### config.mk
export PLATFORM = sky130hd
export DESIGN_NAME = vilc_top
export DESIGN_NICKNAME = d
export VERILOG_FILES = /design/src/vilc_pkg.sv /design/src/vilc_top.sv
export SDC_FILE = /design/constraint.sdc
export NUM_CORES = 1
export LEC_CHECK = 0
export BUFFER_PORTS_ARGS = -buffer_cell sky130_fd_sc_hd__buf_2
export CAP_MARGIN = 20
export CELL_PAD_IN_SITES_DETAIL_PLACEMENT = 1
export CELL_PAD_IN_SITES_GLOBAL_PLACEMENT = 2
export CORE_UTILIZATION = 47
export CTS_BUF_LIST = sky130_fd_sc_hd__clkbuf_4
export DETAILED_ROUTE_END_ITERATION = 12
export PLACE_DENSITY = 0.92
export SLEW_MARGIN = 0
export SYNTH_ARGS = -nofsm -noshare
export SYNTH_HDL_FRONTEND = slang
export SYNTH_SLANG_ARGS = --single-unit
### constraint.sdc
create_clock -name hclk -period 5 [get_ports hclk]
set_clock_uncertainty 0.05 [all_clocks]
set_input_delay 0.5 -clock hclk [delete_from_list [all_inputs] [get_ports hclk]]
set_output_delay 0.5 -clock hclk [all_outputs]
set_load 0.005 [all_outputs]
### src/vilc_pkg.sv
// constants and types for the video input lock control block
// Overview of operation
// - swap bit low routes port a to lane a, high swaps ports.
// - truncate bit high zeroes the two low bits of both ports.
// - timing words or external syncs reset horizontal and vertical counters.
// - blanking in line-locked or D1 puts luma/chroma blank on timing words.
// - blanking with subcarrier-sampled D2 puts sync tip on timing words.
// - invert bit high flips the chroma sample msb.
// - primary swap low feeds lane a primary, lane b secondary.
// - clock select high is line-locked, low is subcarrier-locked clocking.
// - companion protocol bit acts only in lock mode 10.
// - lock field: 00 line, 01 subcarrier, 10 input processor, 11 D1.
// - burst loop bit 0 gives frequency lock, 1 phase lock.
// - colour kill disable high stops colour killing.
// - demodulator bypass high routes chroma around the demodulator.
// - upsample bit high interpolates 0:2:2 colour difference data.
package vilc_pkg;
  localparam int VID_W = 10;
  localparam int REG_W = 8;
  // printed offsets are register indices; byte address is four times
  localparam logic [7:0] IDX_INPUT_PATH = 8'h01;
  localparam logic [7:0] IDX_BURST_LOCK = 8'h02;
  localparam logic [31:0] ADDR_INPUT_PATH = {22'h0, IDX_INPUT_PATH, 2'b00};
  localparam logic [31:0] ADDR_BURST_LOCK = {22'h0, IDX_BURST_LOCK, 2'b00};
  localparam logic [REG_W-1:0] RST_INPUT_PATH = 8'h00;
  localparam logic [REG_W-1:0] RST_BURST_LOCK = 8'h00;
  localparam logic [REG_W-1:0] WRITE_MASK = 8'h7f;
  // input path field positions
  localparam int B_SWAP = 6;
  localparam int B_TRUNC = 5;
  localparam int B_TRS_EN = 4;
  localparam int B_BLANK = 3;
  localparam int B_MSB_INV = 2;
  localparam int B_AB_SWAP = 1;
  localparam int B_CLK_SEL = 0;
  // burst lock field positions
  localparam int B_COMPANION = 6;
  localparam int B_LOCK_LO = 4;
  localparam int B_BLM = 3;
  localparam int B_COLOR_KILL_DISABLE = 2;
  localparam int B_DEMOD = 1;
  localparam int B_UPS = 0;
  // timing word codes and replacement levels
  localparam logic [VID_W-1:0] WORD_ONES = 10'h3ff;
  localparam logic [VID_W-1:0] WORD_ZERO = 10'h000;
  localparam logic [VID_W-1:0] LUMA_BLANK = 10'h040;
  localparam logic [VID_W-1:0] CHROMA_BLANK = 10'h200;
  localparam logic [VID_W-1:0] SYNC_TIP = 10'h010;
  localparam int XYZ_V = 7;
  localparam int XYZ_H = 6;
  localparam int FIFO_DEPTH_DEF = 16;
  localparam logic [1:0] HTRANS_NONSEQ = 2'b10;

  typedef enum logic [1:0] {
    LOCK_LINE = 2'b00,
    LOCK_SUBCARRIER = 2'b01,
    LOCK_VIP = 2'b10,
    LOCK_D1 = 2'b11
  } vilc_lock_e;

  typedef enum logic [3:0] {
    TRS_IDLE = 4'b0001,
    TRS_ONES = 4'b0010,
    TRS_ZERO1 = 4'b0100,
    TRS_ZERO2 = 4'b1000
  } vilc_trs_e;

  typedef struct packed {
    logic [VID_W-1:0] primary;
    logic [VID_W-1:0] secondary;
  } vilc_pair_s;

  typedef struct packed {
    vilc_lock_e lock_mode;
    logic       companion_protocol;
    logic       line_locked_clock;
    logic       burst_phase_lock;
    logic       color_kill_en;
    logic       demod_bypass;
    logic       chroma_upsample_en;
    logic       trs_timing_en;
  } vilc_mode_s;
endpackage

### src/vilc_top.sv
// fifo and top level of the video input lock control block
`timescale 1ns/10ps
module vilc_fifo
  import vilc_pkg::*;
#(
  parameter int WIDTH = 20,
  parameter int DEPTH = FIFO_DEPTH_DEF
) (
  // clock and reset
  input  wire logic             hclk,
  input  wire logic             hresetn,
  input  wire logic             ce,
  // fill side
  input  wire logic             in_valid,
  output logic                  in_ready,
  input  wire logic [WIDTH-1:0] in_data,
  // drain side
  output logic                  out_valid,
  input  wire logic             out_ready,
  output logic      [WIDTH-1:0] out_data
);
  localparam int AW = $clog2(DEPTH);

  generate
    if (DEPTH < 2 || (DEPTH & (DEPTH - 1)) != 0) begin : g_bad_depth
      $error("fifo depth must be a power of two of at least 2");
    end
  endgenerate

  logic [WIDTH-1:0] mem [DEPTH];
  logic [AW:0]      wr_ptr;
  logic [AW:0]      rd_ptr;
  wire              empty = wr_ptr == rd_ptr;
  wire              full = (wr_ptr[AW] != rd_ptr[AW]) &&
                           (wr_ptr[AW-1:0] == rd_ptr[AW-1:0]);
  wire              push = ce && in_valid && !full;
  wire              pop = ce && out_valid && out_ready;

  assign in_ready = !full;
  assign out_valid = !empty;
  assign out_data = mem[rd_ptr[AW-1:0]];

  always_ff @(posedge hclk) begin
    if (push) begin
      mem[wr_ptr[AW-1:0]] <= in_data;
    end
  end

  always_ff @(posedge hclk or negedge hresetn) begin
    if (!hresetn) begin
      wr_ptr <= '0;
      rd_ptr <= '0;
    end else begin
      if (push) wr_ptr <= wr_ptr + 1'b1;
      if (pop) rd_ptr <= rd_ptr + 1'b1;
    end
  end
endmodule

module vilc_top
  import vilc_pkg::*;
#(
  parameter int FIFO_DEPTH = FIFO_DEPTH_DEF
) (
  // clock, reset, enable
  input  wire logic             hclk,
  input  wire logic             hresetn,
  input  wire logic             ce,
  // ahb-lite slave
  input  wire logic             hsel,
  input  wire logic [31:0]      haddr,
  input  wire logic [1:0]       htrans,
  input  wire logic             hwrite,
  input  wire logic [2:0]       hsize,
  input  wire logic [31:0]      hwdata,
  input  wire logic             hready,
  output logic                  hreadyout,
  output logic                  hresp,
  output logic      [31:0]      hrdata,
  // video pins
  input  wire logic [VID_W-1:0] video_port_a,
  input  wire logic [VID_W-1:0] video_port_b,
  input  wire logic             video_valid,
  output logic                  video_ready,
  input  wire logic             line_sync,
  input  wire logic             frame_sync,
  // decoder side
  output vilc_pair_s            pair_data,
  output logic                  pair_valid,
  input  wire logic             pair_ready,
  output logic                  h_reset,
  output logic                  v_reset,
  output vilc_mode_s            mode
);
  logic [REG_W-1:0] input_path_control;
  logic [REG_W-1:0] burst_lock_control;

  // ---------------- ahb-lite register slave
  logic        wr_pend;
  logic [31:0] addr_q;
  wire         take = hsel && hready && htrans == HTRANS_NONSEQ;
  wire         rd_take = take && !hwrite;
  wire         hit_input = haddr == ADDR_INPUT_PATH;
  wire         hit_burst = haddr == ADDR_BURST_LOCK;
  wire [REG_W-1:0] wr_val = hwdata[REG_W-1:0] & WRITE_MASK;
  wire         wr_input = wr_pend && addr_q == ADDR_INPUT_PATH;
  wire         wr_burst = wr_pend && addr_q == ADDR_BURST_LOCK;
  // a read right behind a write to the same register sees the new value
  wire [REG_W-1:0] ip_now = wr_input ? wr_val : input_path_control;
  wire [REG_W-1:0] bl_now = wr_burst ? wr_val : burst_lock_control;
  wire [REG_W-1:0] rd_sel = hit_input ? ip_now :
                            hit_burst ? bl_now : '0;

  assign hreadyout = 1'b1;
  assign hresp = 1'b0;

  always_ff @(posedge hclk or negedge hresetn) begin
    if (!hresetn) begin
      wr_pend <= 1'b0;
      addr_q <= '0;
      hrdata <= '0;
    end else if (ce) begin
      wr_pend <= take && hwrite;
      if (take) addr_q <= haddr;
      if (rd_take) hrdata <= {24'h0, rd_sel};
    end
  end

  always_ff @(posedge hclk or negedge hresetn) begin
    if (!hresetn) begin
      input_path_control <= RST_INPUT_PATH;
      burst_lock_control <= RST_BURST_LOCK;
    end else if (ce) begin
      if (wr_input) input_path_control <= wr_val;
      if (wr_burst) burst_lock_control <= wr_val;
    end
  end

  // ---------------- control fields
  wire        swap_sel = input_path_control[B_SWAP];
  wire        trunc = input_path_control[B_TRUNC];
  wire        trs_en = input_path_control[B_TRS_EN];
  wire        blank_en = input_path_control[B_BLANK];
  wire        msb_inv = input_path_control[B_MSB_INV];
  wire        ab_swap = input_path_control[B_AB_SWAP];
  wire [1:0]  lock_raw = burst_lock_control[B_LOCK_LO+1:B_LOCK_LO];
  vilc_lock_e lock_mode;
  assign lock_mode = vilc_lock_e'(lock_raw);

  // mode outputs straight from the register flops
  assign mode.lock_mode = lock_mode;
  assign mode.companion_protocol = (lock_mode == LOCK_VIP) &&
    burst_lock_control[B_COMPANION];
  assign mode.line_locked_clock = input_path_control[B_CLK_SEL];
  assign mode.burst_phase_lock = burst_lock_control[B_BLM];
  assign mode.color_kill_en = !burst_lock_control[B_COLOR_KILL_DISABLE];
  assign mode.demod_bypass = burst_lock_control[B_DEMOD];
  assign mode.chroma_upsample_en = burst_lock_control[B_UPS];
  assign mode.trs_timing_en = trs_en;

  // ---------------- pin synchronisers
  logic [VID_W-1:0] pa_s1, pa_s2, pb_s1, pb_s2;
  logic [2:0]       ctl_s1, ctl_s2;
  logic             ls_d, fs_d;

  always_ff @(posedge hclk or negedge hresetn) begin
    if (!hresetn) begin
      pa_s1 <= '0;
      pa_s2 <= '0;
      pb_s1 <= '0;
      pb_s2 <= '0;
      ctl_s1 <= '0;
      ctl_s2 <= '0;
      ls_d <= 1'b0;
      fs_d <= 1'b0;
    end else if (ce) begin
      pa_s1 <= video_port_a;
      pa_s2 <= pa_s1;
      pb_s1 <= video_port_b;
      pb_s2 <= pb_s1;
      ctl_s1 <= {video_valid, line_sync, frame_sync};
      ctl_s2 <= ctl_s1;
      ls_d <= ctl_s2[1];
      fs_d <= ctl_s2[0];
    end
  end

  wire in_valid = ctl_s2[2];
  wire ls_rise = ctl_s2[1] && !ls_d;
  wire fs_rise = ctl_s2[0] && !fs_d;

  // ---------------- input processing
  wire [VID_W-1:0] trunc_mask = trunc ? {{(VID_W-2){1'b1}}, 2'b00}
                                      : {VID_W{1'b1}};
  wire [VID_W-1:0] port_a_t = pa_s2 & trunc_mask;
  wire [VID_W-1:0] port_b_t = pb_s2 & trunc_mask;
  // luma is expected on lane a and chroma on lane b
  wire [VID_W-1:0] lane_a = swap_sel ? port_b_t : port_a_t;
  wire [VID_W-1:0] lane_b = swap_sel ? port_a_t : port_b_t;
  wire [VID_W-1:0] lane_b_inv = lane_b ^ {msb_inv, {(VID_W-1){1'b0}}};

  // timing reference detector on lane a
  vilc_trs_e trs_state;
  vilc_trs_e next_trs_state;
  logic      word_phase;
  logic      v_prev;
  wire       is_ones = lane_a == WORD_ONES;
  wire       is_zero = lane_a == WORD_ZERO;
  wire       is_xyz = trs_state == TRS_ZERO2;

  always_comb begin
    case (trs_state)
      TRS_IDLE:  next_trs_state = is_ones ? TRS_ONES : TRS_IDLE;
      TRS_ONES:  next_trs_state = is_zero ? TRS_ZERO1 :
                                  is_ones ? TRS_ONES : TRS_IDLE;
      TRS_ZERO1: next_trs_state = is_zero ? TRS_ZERO2 :
                                  is_ones ? TRS_ONES : TRS_IDLE;
      TRS_ZERO2: next_trs_state = is_ones ? TRS_ONES : TRS_IDLE;
      default:   next_trs_state = TRS_IDLE;
    endcase
  end

  // words of a preamble or its code word are replaced when blanking
  wire timing_word = is_ones || is_zero || is_xyz;
  wire d2_input = lock_mode == LOCK_SUBCARRIER;
  wire [VID_W-1:0] ll_blank_a = word_phase ? LUMA_BLANK : CHROMA_BLANK;
  wire [VID_W-1:0] blank_a = d2_input ? SYNC_TIP
                                      : ll_blank_a;
  wire [VID_W-1:0] blank_b = d2_input ? SYNC_TIP : CHROMA_BLANK;
  wire do_blank = blank_en && timing_word;
  wire [VID_W-1:0] proc_a = do_blank ? blank_a : lane_a;
  wire [VID_W-1:0] proc_b = do_blank ? blank_b : lane_b_inv;

  vilc_pair_s next_pair;
  assign next_pair.primary = ab_swap ? proc_b : proc_a;
  assign next_pair.secondary = ab_swap ? proc_a : proc_b;

  // counter resets come from code words or from the sync pins
  wire trs_h = is_xyz && lane_a[XYZ_H];
  wire trs_v = is_xyz && lane_a[XYZ_V] && !v_prev;

  // ---------------- output stage and buffering
  vilc_pair_s stage_data;
  logic       stage_valid;
  wire        fifo_ready;
  wire        advance = !stage_valid || fifo_ready;
  wire        load = in_valid && advance;

  assign video_ready = fifo_ready;

  // with timing words enabled only a code word actually taken in may pulse, so a stall cannot repeat it
  wire next_h_reset = trs_en ? (load && trs_h) : ls_rise;
  wire next_v_reset = trs_en ? (load && trs_v) : fs_rise;

  always_ff @(posedge hclk or negedge hresetn) begin
    if (!hresetn) begin
      trs_state <= TRS_IDLE;
      word_phase <= 1'b0;
      v_prev <= 1'b0;
      stage_valid <= 1'b0;
      stage_data <= '0;
      h_reset <= 1'b0;
      v_reset <= 1'b0;
    end else if (ce) begin
      h_reset <= next_h_reset;
      v_reset <= next_v_reset;
      if (load) begin
        trs_state <= next_trs_state;
        word_phase <= is_xyz ? 1'b0 : !word_phase;
        if (is_xyz) v_prev <= lane_a[XYZ_V];
        stage_data <= next_pair;
      end
      if (advance) stage_valid <= in_valid;
    end
  end

  vilc_fifo #(
    .WIDTH ($bits(vilc_pair_s)),
    .DEPTH (FIFO_DEPTH)
  ) u_fifo (
    .hclk      (hclk),
    .hresetn   (hresetn),
    .ce        (ce),
    .in_valid  (stage_valid),
    .in_ready  (fifo_ready),
    .in_data   (stage_data),
    .out_valid (pair_valid),
    .out_ready (pair_ready),
    .out_data  (pair_data)
  );
endmodule

==> flow_summary.toml, run 1 <==
[synthesis]
ys_types = 56
synth-seq-cells = 464
netlist_instances = 1031
seq_area_frac_synth_pct = 70.1
yosysWarnings = 0
async_flop_share_pct = 31.0
synth_ff_type = "edfxtp_1"
syn_area_sq_um = 18900
synth_area_per_cell_sq_um = 18.3
synth_enable_flop_cells = 320

[clocking]
clk_path_buf_depth = 3
worst_skew_pair.late_latency_ps = 830
clkSinkCount = 464
cts_made_buffers = 115
cts_tree = "yes"
cts_root_buffer = "clkbuf_4"
post_cts_resized = 0
htreeDepth = 3
clk_pin_slew_ps = 70

[route]
wl_per_cell_microns = 24.7
drtIter0Drc = 698
wl_mm = 47.2
via_per_inst = 5.62
drc = 0
ant_nets = 0
drt_first_pass_iters = 4
via_count = 10700

[cells_and_area]
syn_to_final_growth_pct = 17.1
fillCellCount = 3739
finish.utilization_pct = 55.7
nets = 1396
drive_above_1_share_pct = 38.6

[sta]
finalCritPeriodShare_pct = 81.7
worst_slack_ps = 913
period_needed_ps = 4090
rsz0062_at_grt = "false"
tightest_slew_ps = 937
finalSetupViolCount = 0
setup_tns_ps = 0
fmax_ghz = 0.245
whs_ps = 60.9
maxSlewViolCount = 0
slew_headroom_pct = 37.5
hold_viol = 0

[floorplanning]
die_y_microns = 202
die_w_microns = 202
die_area_sq_um = 40900
rows = 73
core-area_sq_um = 39600
initial_utilization_pct = 47.6
boundaryPins = 166

[critical_path]
r2r_start = "u_fifo.rd_ptr[0]$_DFFE_PN0P_"
cp_top_family = "multiplexers"
worst-path-buf-inv = 2
path_common_cell = "mux4_2"
critPathLaunchType = "register"
cp.required_ps = 4450
path_max_fanout = 34
crit_start = "u_fifo.rd_ptr[0]$_DFFE_PN0P_"
slowest_delay_ps = 870
crit_path_end_kind = "output port"
critPathKind = "register to output port"
worst_ep_arrival_time_ps = 3540
crit_path_top_delay_cell = "dfrtp_4"
cp_cell_sequence = "buf_4 > mux4_2 > mux4_2 > buf_2"

[worst_hold_path]
hold_start = "ce"
hold_path_class = "input port to register"

[global_route]
grt_pass1_wl_mm = 71.3
grt_pass1_vias = 11800
antenna_found_initial = 3
grt_use_total_pct = 23.7
grt_max_degree = 91
grt_overflow = 0

[pwr]
power.leakage_nw = 8.18
ir_worst_vdd_mv = 0.260
comb_power_share_pct = 21.5
pwr-share-seq_pct = 49.1
p_sw_mw = 3.20
clkPwrFrac_pct = 29.5
sw_frac_of_total_pct = 29.6
pwr_density_cell_nw_per_um2 = 489
power.internal_mw = 7.60

[outcome]
status = "completed"

[placement]
gp_routability_congestion = 0.760
place_ws_ps = 1450
port-buffer-count = 111
hpwl_mm = 26.1

[flow_run]
drv_cap = 0
## cell families after synthesis
kind of cell	after synthesis	synth area share, %
AO/OA/AOI/OAI	73	2.78
adder cells (fa/ha/maj)	5	0.332
XOR/XNOR	18	0.836
buffers and inverters	92	2.60
flip-flops	464	70.1
other	2	0.0398
AND/OR/NAND/NOR	161	4.60
multiplexers	216	18.7
## per-layer routing
layer	GRT usage [%]	part of all wire [%]	wire length (microns)	up-vias
met5	0	0	0	-
met4	9.67	2.8	1320	0
met3	4.85	6.0	2820	87
met2	40.0	52	24400	418
met1	29.8	40	18700	5584
li1	-	-	-	4635
## metrics by stage
| stage | total power [mW] | cells | cell area [sq um] |
|---|---|---|---|
| 5_1_grt | 11.3 | 1909 | 22100 |
| 3_5_place_dp | 7.67 | 1635 | 19900 |
| 6_report | 10.8 | 1909 | 22100 |
| 4_1_cts | 10.9 | 1905 | 22100 |
| 3_3_place_gp | 7.53 | 1635 | 19900 |
| 2_1_floorplan | 6.76 | 1055 | 18900 |
## registers in the layout, summed over array words and instances, names as in the netlist, 3 cells and up
name                flops
u_fifo.mem            320
pa_s2                  10
pa_s1                  10
burst_lock_control      8
pb_s1                  10
u_fifo.rd_ptr           5
pb_s2                  10
trs_state               4
hrdata                  8
stage_data             20
ctl_s1                  3
addr_q                 32
ctl_s2                  3
input_path_control      8
u_fifo.wr_ptr           5
## worst paths after layout
kind / slack [ps] / endpoint / depth (start not counted)
max: 910 / pair_data[14] / 4
min: 60 / wr_pend$_DFFE_PN0P_ / 3
max reg2reg: 1490 / u_fifo.mem[14][17]$_DFFE_PP_ / 7
min reg2reg: 440 / pa_s2[0]$_DFFE_PN0P_ / 1
max in group asynchronous: 3350 / pa_s2[5]$_DFFE_PN0P_ / 3
min in group asynchronous: 260 / addr_q[29]$_DFFE_PN0P_ / 2
## cell usage in the layout (no fill, tap or decap), types with 3 or more instances in the layout
master	synthesis	routed
o221ai_1	7	7
a31oi_1	4	4
nor4_2	1	3
nor4b_1	4	3
o21ai_0	7	7
and2_1	12	9
nand4_1	10	10
nor2b_1	3	3
diode_2	0	3
xnor2_1	8	8
nand3_1	5	5
clkinv_2	0	3
clkbuf_4	0	171
nor3_1	9	8
xor2_1	10	10
a22o_1	16	16
nor2_1	17	17
nand3b_1	4	4
nor4_1	21	19
mux4_2	100	100
mux2i_1	20	20
conb_1	2	26
nand2b_1	4	4
buf_2	16	110
buf_4	33	25
clkinv_1	0	24
a21oi_1	21	21
ha_1	5	5
edfxtp_1	320	320
dlygate4sd3_1	0	64
nand2_1	59	59
dfrtp_1	143	141
mux2_2	96	96
inv_6	0	4
and2_2	0	3
inv_1	12	12
## layout make-up
class                   instances  area [sq um]  share of cell area (%)
diodes                          3          7.51                  0.0340
clock buffers                 171          1280                    5.81
clock inverters                35           203                   0.918
inverters                      12          45.0                   0.204
multi-input cells             499          5270                    23.9
flip-flops and latches        464         13200                    59.9
well taps                     525           657                    2.98
repair buffers                200          1390                    6.30
## Yosys cell counts (all sizes together) (3+ instances only)
| cell type | count | share of area (%) |
|---|---|---|
| nand3b | 4 | 0.16 |
| edfxtp | 320 | 51 |
| buf | 55 | 1.9 |
| a22o | 16 | 0.74 |
| and2 | 12 | 0.40 |
| clkbuf | 25 | 0.50 |
| mux4 | 100 | 12 |
| nand2 | 59 | 1.2 |
| nor2b | 3 | 0.10 |
| nor2 | 17 | 0.34 |
| nand3 | 5 | 0.13 |
| nand4 | 10 | 0.33 |
| nor3 | 11 | 0.38 |
| nand2b | 4 | 0.13 |
| nor4 | 22 | 0.76 |
| o21ai | 7 | 0.19 |
| a31oi | 4 | 0.13 |
| o221ai | 7 | 0.33 |
| mux2i | 20 | 1.1 |
| xor2 | 10 | 0.46 |
| ha | 5 | 0.33 |
| a21oi | 21 | 0.56 |
| dfrtp | 143 | 19 |
| mux2 | 96 | 5.7 |
| inv | 12 | 0.24 |
| xnor2 | 8 | 0.37 |
| nor4b | 5 | 0.27 |
## repair_timing
action | CTS | global route
hold buffers | 64 | 0
setup buffers | 0 | 0
endpoints found under the hold margin | 166 | 0
setup endpoints to repair | 0 | 0
## worst register-to-register path: cells and delay by family (launching register included)
kind,cells,cell delay (ps)
compound gates,1,470
xor+xnor,1,220
buf+inv,1,370
flops,1,870
simple gates,4,1210
## power by group through the flow
stage          logic (mW)  clock network [mW]  registers, mW
5_1_grt              2.50                3.42           5.36
3_5_place_dp         2.31                   0           5.36
4_1_cts              2.36                3.23           5.28
6_report             2.32                3.18           5.30
2_1_floorplan        1.73                   0           5.03
3_3_place_gp         2.24                   0           5.29
No activity file was read; power rests on OpenSTA's default activity.
==> inputs of run 2 (changes only) <==
--- a/config.mk
+++ b/config.mk
@@ -5,11 +5,12 @@
 export SDC_FILE = /design/constraint.sdc
 export NUM_CORES = 1
 export LEC_CHECK = 0
+export ABC_AREA = 1
 export BUFFER_PORTS_ARGS = -buffer_cell sky130_fd_sc_hd__buf_2
 export CAP_MARGIN = 20
 export CELL_PAD_IN_SITES_DETAIL_PLACEMENT = 1
 export CELL_PAD_IN_SITES_GLOBAL_PLACEMENT = 2
-export CORE_UTILIZATION = 47
+export CORE_UTILIZATION = 41
 export CTS_BUF_LIST = sky130_fd_sc_hd__clkbuf_4
 export DETAILED_ROUTE_END_ITERATION = 12
 export PLACE_DENSITY = 0.92
==> constraint.sdc (replaced) <==
create_clock -name hclk -period 4.3 [get_ports hclk]
set_clock_uncertainty 0.05 [all_clocks]
set_input_delay 0.43 -clock hclk [delete_from_list [all_inputs] [get_ports hclk]]
set_output_delay 0.43 -clock hclk [all_outputs]
set_load 0.005 [all_outputs]
==> flow_summary.toml, run 2 <==
[pwr]
clkPwrFrac_pct = 28.0
comb_power_share_pct = 27.3
power.internal_mw = 8.35
power.leakage_nw = 9.28
ir_worst_vdd_mv = 0.495
pwr_density_cell_nw_per_um2 = 565
pwr-share-seq_pct = 44.7
p_sw_mw = 4.62
finalPower_mw = 13.0
sw_frac_of_total_pct = 35.6

[synthesis]
synth_top_area_share_pct = 48.6
async_flop_share_pct = 31.0
ys_types = 41
netlist_instances = 1810
syn_area_sq_um = 19800
synth_area_per_cell_sq_um = 10.9
yosysWarnings = 0
synth.area.top_cells = "edfxtp_1, dfrtp_1, nand2_1"
synthMostInstantiatedCell = "nand2_1"
seq_area_frac_synth_pct = 66.8
synth_enable_flop_cells = 320
synth-seq-cells = 464
post-synth-top-area-cell = "edfxtp_1"
synth_ff_type = "edfxtp_1"
ys_top_cells_by_count = "nand2_1, edfxtp_1, nor2_1"

[floorplanning]
rows = 80
initial_utilization_pct = 41.5
die_y_microns = 222
die_w_microns = 222
boundaryPins = 166
core-area_sq_um = 47600
die_area_sq_um = 49100

[cells_and_area]
layout_commonest_cell = "nand2_1"
most-common-layout-cells = "nand2_1, edfxtp_1, nor2_1"
drive_above_1_share_pct = 17.9
nets = 2136
seq_area_sq_um = 13200
fillCellCount = 5270
finish.utilization_pct = 48.2
largest_register_ffs = 320
fin_cells = 2736
multi_input_area_sq_um = 5600
syn_to_final_growth_pct = 16.2

[sta]
slew_headroom_pct = 30.5
hold_viol = 0
setup_tns_ps = 0
period_needed_ps = 3560
finalSetupViolCount = 0
fmax_ghz = 0.281
whs_ps = 116
finalCritPeriodShare_pct = 82.8
rsz0062_at_grt = "false"
maxSlewViolCount = 0
tightest_slew_ps = 1040

[global_route]
grt_pass1_wl_mm = 85.4
grt_overflow = 0
grt_use_total_pct = 22.4
grt_pass1_vias = 15600
grt_max_degree = 164
antenna_found_initial = 2

[clocking]
cts_root_buffer = "clkbuf_4"
cts_made_buffers = 118
clkSinkCount = 464
clk_path_buf_depth = 3
worst_skew_pair.late_latency_ps = 880
cts_tree = "yes"
htreeDepth = 3
clk_pin_slew_ps = 60
post_cts_resized = 0

[route]
wl_per_cell_microns = 19.9
drc = 0
ant_nets = 0
drtIter0Drc = 1020
drt_first_pass_iters = 5
via_per_inst = 5.32
via_count = 14600
wl_mm = 54.5

[outcome]
status = "completed"

[placement]
gp_routability_congestion = 0.778
port-buffer-count = 111
placed_cells = 2459
hpwl_mm = 31.6

[critical_path]
critPathLaunchType = "register"
endpoint = "pair_data[9]"
reg2regPathDepth = 12
crit_path_end_kind = "output port"
regToRegSetupSlack_ps = 1540
r2r_start = "input_path_control[6]$_DFFE_PN0P_"
cp.required_ps = 3820
r2r_end = "stage_data[4]$_DFFE_PN0P_"
critPathKind = "register to output port"
crit_start = "u_fifo.rd_ptr[0]$_DFFE_PN0P_"
worst_ep_arrival_time_ps = 3080
path_max_fanout = 57

[worst_hold_path]
hold_path_class = "input port to asynchronous set/reset pin"

[flow_run]
drv_cap = 0
-- run 2: cell count changes in the layout (fill, tap and decap cells not counted), moves of 19 or more --
cell,before,now
nor2_1,17,220
nand2_1,59,387
o32ai_1,0,50
inv_1,12,97
nand3_1,5,114
mux2_2,96,1
o221ai_1,7,30
nor2_2,0,19
a21oi_1,21,2
o21ai_1,0,30
o21ai_0,7,141
mux4_2,100,0
-- run 2: worst min-delay path by stage --
stage,start,depth (start not counted),end,slack (ps)
final,hresetn,2,ctl_s2[0]$_DFFE_PN0P_,120
after global routing,hresetn,2,ctl_s1[0]$_DFFE_PN0P_,90
after CTS,hresetn,2,ctl_s1[0]$_DFFE_PN0P_,60
after detailed placement,pb_s1[0]$_DFFE_PN0P_,2,pb_s1[0]$_DFFE_PN0P_,410
after global placement,ctl_s1[0]$_DFFE_PN0P_,2,ctl_s1[0]$_DFFE_PN0P_,400
after floorplan,hresetn,0,addr_q[0]$_DFFE_PN0P_,80
-- run 2: through the flow --
step                area, sq um  setup WS (ps)
floorplan                 19900           1730
global placement          20800           1440
detailed placement        20800           1420
CTS                       22900            601
global route              23000            537
finish                    23000            741
-- run 2: final cells by class --
class	count	area share (%)
Antenna cell	3	0.0327
Clock buffer	162	5.29
Clock inverter	44	0.975
Inverter	104	1.73
Multi-Input combinational cell	1135	24.4
Sequential cell	464	57.5
Tap cell	615	3.35
Timing Repair Buffer	209	6.70
-- run 2: power groups by stage --
stage,Combinational (mW),Sequential [mW],Clock [mW]
CTS,3.55,5.79,3.74
finish,3.55,5.80,3.63
floorplan,2.26,5.66,0
global route,3.92,5.84,3.94
global placement,3.28,5.82,0
detailed placement,3.47,5.88,0
-- run 2: kinds of logic after synthesis --
kind of cell	after synthesis	synth area share (%)
mux	31	1.58
other cells	2	0.0380
simple gates	790	16.6
buf+inv	235	5.51
xor+xnor	14	0.620
compound gates	269	8.55
fa+ha+maj	5	0.316
flops	464	66.8
-- run 2: timing repair --
item,4_1_cts,5_1_grt
hold buffers,66,0
endpoints found under the hold margin,149,0
buffers inserted,0,0
-- run 2: layer usage --
layer / routed length, microns / up-vias / GRT usage, %
met4: 1090 / 0 / 7.46
met3: 3770 / 93 / 5.65
li1: - / 6706 / -
met5: 0 / - / 0
met1: 22600 / 7272 / 28.1
met2: 27100 / 489 / 37.9
-- run 2: critical path, cell delays in order (launching register included) --
cell      delay (ps)
dfrtp_4          530
inv_4            470
buf_12           330
nor2_1            90
o32ai_1          340
o211ai_1         170
nand3_1          120
buf_2            130
==> inputs of run 3 (changes only) <==
--- a/config.mk
+++ b/config.mk
@@ -10,10 +10,10 @@
 export CAP_MARGIN = 20
 export CELL_PAD_IN_SITES_DETAIL_PLACEMENT = 1
 export CELL_PAD_IN_SITES_GLOBAL_PLACEMENT = 2
-export CORE_UTILIZATION = 41
+export CORE_UTILIZATION = 37
 export CTS_BUF_LIST = sky130_fd_sc_hd__clkbuf_4
 export DETAILED_ROUTE_END_ITERATION = 12
-export PLACE_DENSITY = 0.92
+export PLACE_DENSITY = 0.88
 export SLEW_MARGIN = 0
 export SYNTH_ARGS = -nofsm -noshare
 export SYNTH_HDL_FRONTEND = slang
==> constraint.sdc (replaced) <==
create_clock -name hclk -period 3.1 [get_ports hclk]
set_clock_uncertainty 0.05 [all_clocks]
set_input_delay 0.31 -clock hclk [delete_from_list [all_inputs] [get_ports hclk]]
set_output_delay 0.31 -clock hclk [all_outputs]
set_load 0.005 [all_outputs]
==> flow_summary.toml, run 3 (synthesized netlist as in run 2, its figures left out) <==
[clocking]
worst_skew_pair.late_latency_ps = 850
cts_made_buffers = 119
clk_path_buf_depth = 3
clk_pin_slew_ps = 60
clkSinkCount = 464
cts_root_buffer = "clkbuf_4"
htreeDepth = 3
cts_tree = "yes"

[worst_hold_path]
hold_path_class = "input port to register"

[placement]
gp_routability_congestion = 0.772
port-buffer-count = 111
placed_cells = 2544
hpwl_mm = 31.9
placed_area_sq_um = 21000

[route]
via_per_inst = 5.15
drc = 0
drtIter0Drc = 1044
via_count = 14800
drt_first_pass_iters = 5
wl_mm = 55.9
ant_nets = 0
wl_per_cell_microns = 19.5

[critical_path]
critPathKind = "register to output port"
path_max_fanout = 26
slowest_delay_ps = 540
critPathLaunchType = "register"
worst_ep_arrival_time_ps = 2600
crit_path_top_delay_cell = "dfrtp_4"
crit_path_end_kind = "output port"
worst-path-buf-inv = 3
cp.required_ps = 2740
cp_top_family = "buffers and inverters"
cp_cell_sequence = "buf_12 > buf_16 > mux2i_1 > o221ai_1 > o211ai_1 > nand3_1 > buf_2"

[cells_and_area]
drive_above_1_share_pct = 18.6
largest_register_ffs = 320
most-common-layout-cells = "nand2_1, edfxtp_1, nor2_1"
design_area_sq_um = 23700
layout_commonest_cell = "nand2_1"
fillCellCount = 5854
syn_to_final_growth_pct = 20.1
nets = 2187
fin_cells = 2866

[global_route]
grt_overflow = 0
grt_use_total_pct = 20.8
grt_pass1_wl_mm = 86.3
grt_pass1_vias = 15900
antenna_found_initial = 2
grt_max_degree = 83

[outcome]
status = "completed"

[sta]
hold_viol = 0
setup_tns_ps = 0
maxSlewViolCount = 0
period_needed_ps = 2960
finalCritPeriodShare_pct = 95.5
slew_headroom_pct = 37.6
fmax_ghz = 0.338
finalSetupViolCount = 0
rsz0062_at_grt = "false"
tightest_slew_ps = 929

[floorplanning]
die_y_microns = 233
die_w_microns = 233
core-area_sq_um = 52700
initial_utilization_pct = 37.5
die_area_sq_um = 54400
boundaryPins = 166
rows = 84

[pwr]
pwr_density_cell_nw_per_um2 = 786
comb_power_share_pct = 28.7
clkPwrFrac_pct = 28.2
sw_frac_of_total_pct = 35.4
pwr-share-seq_pct = 43.0
p_sw_mw = 6.61
ir_worst_vdd_mv = 0.457
power.leakage_nw = 9.56
power.internal_mw = 12.0

[flow_run]
drv_cap = 0
## run 3: power by group through the flow
stage,clock network [mW],logic (mW),registers (mW)
floorplan,0,3.14,7.85
global placement,0,4.67,8.05
detailed placement,0,4.91,8.11
CTS,5.42,5.26,8.01
global route,5.69,5.88,8.09
finish,5.27,5.36,8.03
## run 3: repair_timing
action / in CTS / in global routing
endpoints found under the setup margin: 20 / 14
hold buffers: 103 / 0
resized for setup: 14 / 8
hold endpoints to repair: 230 / 0
pin swaps: 0 / 1
cloned: 1 / 1
setup buffers: 0 / 1
## run 3: final timing paths
check	start	endpoint	slack (ps)	depth (start not counted)
max	u_fifo.rd_ptr[0]$_DFFE_PN0P_	pair_data[15]	140	7
min	video_port_a[3]	pa_s1[3]$_DFFE_PN0P_	150	4
max reg2reg	u_fifo.rd_ptr[0]$_DFFE_PN0P_	stage_data[19]$_DFFE_PN0P_	550	10
min reg2reg	ctl_s1[0]$_DFFE_PN0P_	ctl_s2[0]$_DFFE_PN0P_	410	2
max in group asynchronous	hresetn	u_fifo.rd_ptr[0]$_DFFE_PN0P_	2110	4
min in group asynchronous	hresetn	trs_state[0]$_DFFE_PN1P_	500	3
## run 3: layout make-up
cell class	count	area, sq um	area share (%)
clock inverters	44	256	1.08
clock buffers	170	1280	5.37
multi-input cells	1135	5600	23.6
well taps	688	861	3.63
diodes	2	5.00	0.0211
repair buffers	259	2110	8.88
flip-flops and latches	464	13200	55.7
inverters	104	413	1.74
## run 3: worst register-to-register path: stages (launching register included)
cell and delay, ps:
dfrtp_4 570, buf_4 190, xor2_1 140, nor2_1 130
nand3_1 140, nor2_1 110, nor2_1 60, nand2_2 440
inv_2 320, nand3_1 220, nand2_1 70
## run 3: routing by layer
layer | track usage [%] | vias up | part of all wire (%) | wire [microns]
met5 | 0 | - | 0 | 0
met4 | 8.05 | 0 | 2.7 | 1500
met3 | 4.26 | 119 | 6.0 | 3360
met2 | 35.3 | 474 | 49 | 27600
met1 | 26.1 | 7348 | 42 | 23400
li1 | - | 6830 | - | -
## run 3: per-stage QoR
step                      util, %  setup slack (ps)  power [mW]  hold slack [ps]
final                        45.1               139        18.7              149
after global routing         45.1              2.31        19.7              116
after CTS                    45.0             -19.3        18.7             50.1
after detailed placement     39.9               524        13.0              283
after global placement       39.9               622        12.7              269
after floorplan                 -               530        11.0            -35.6
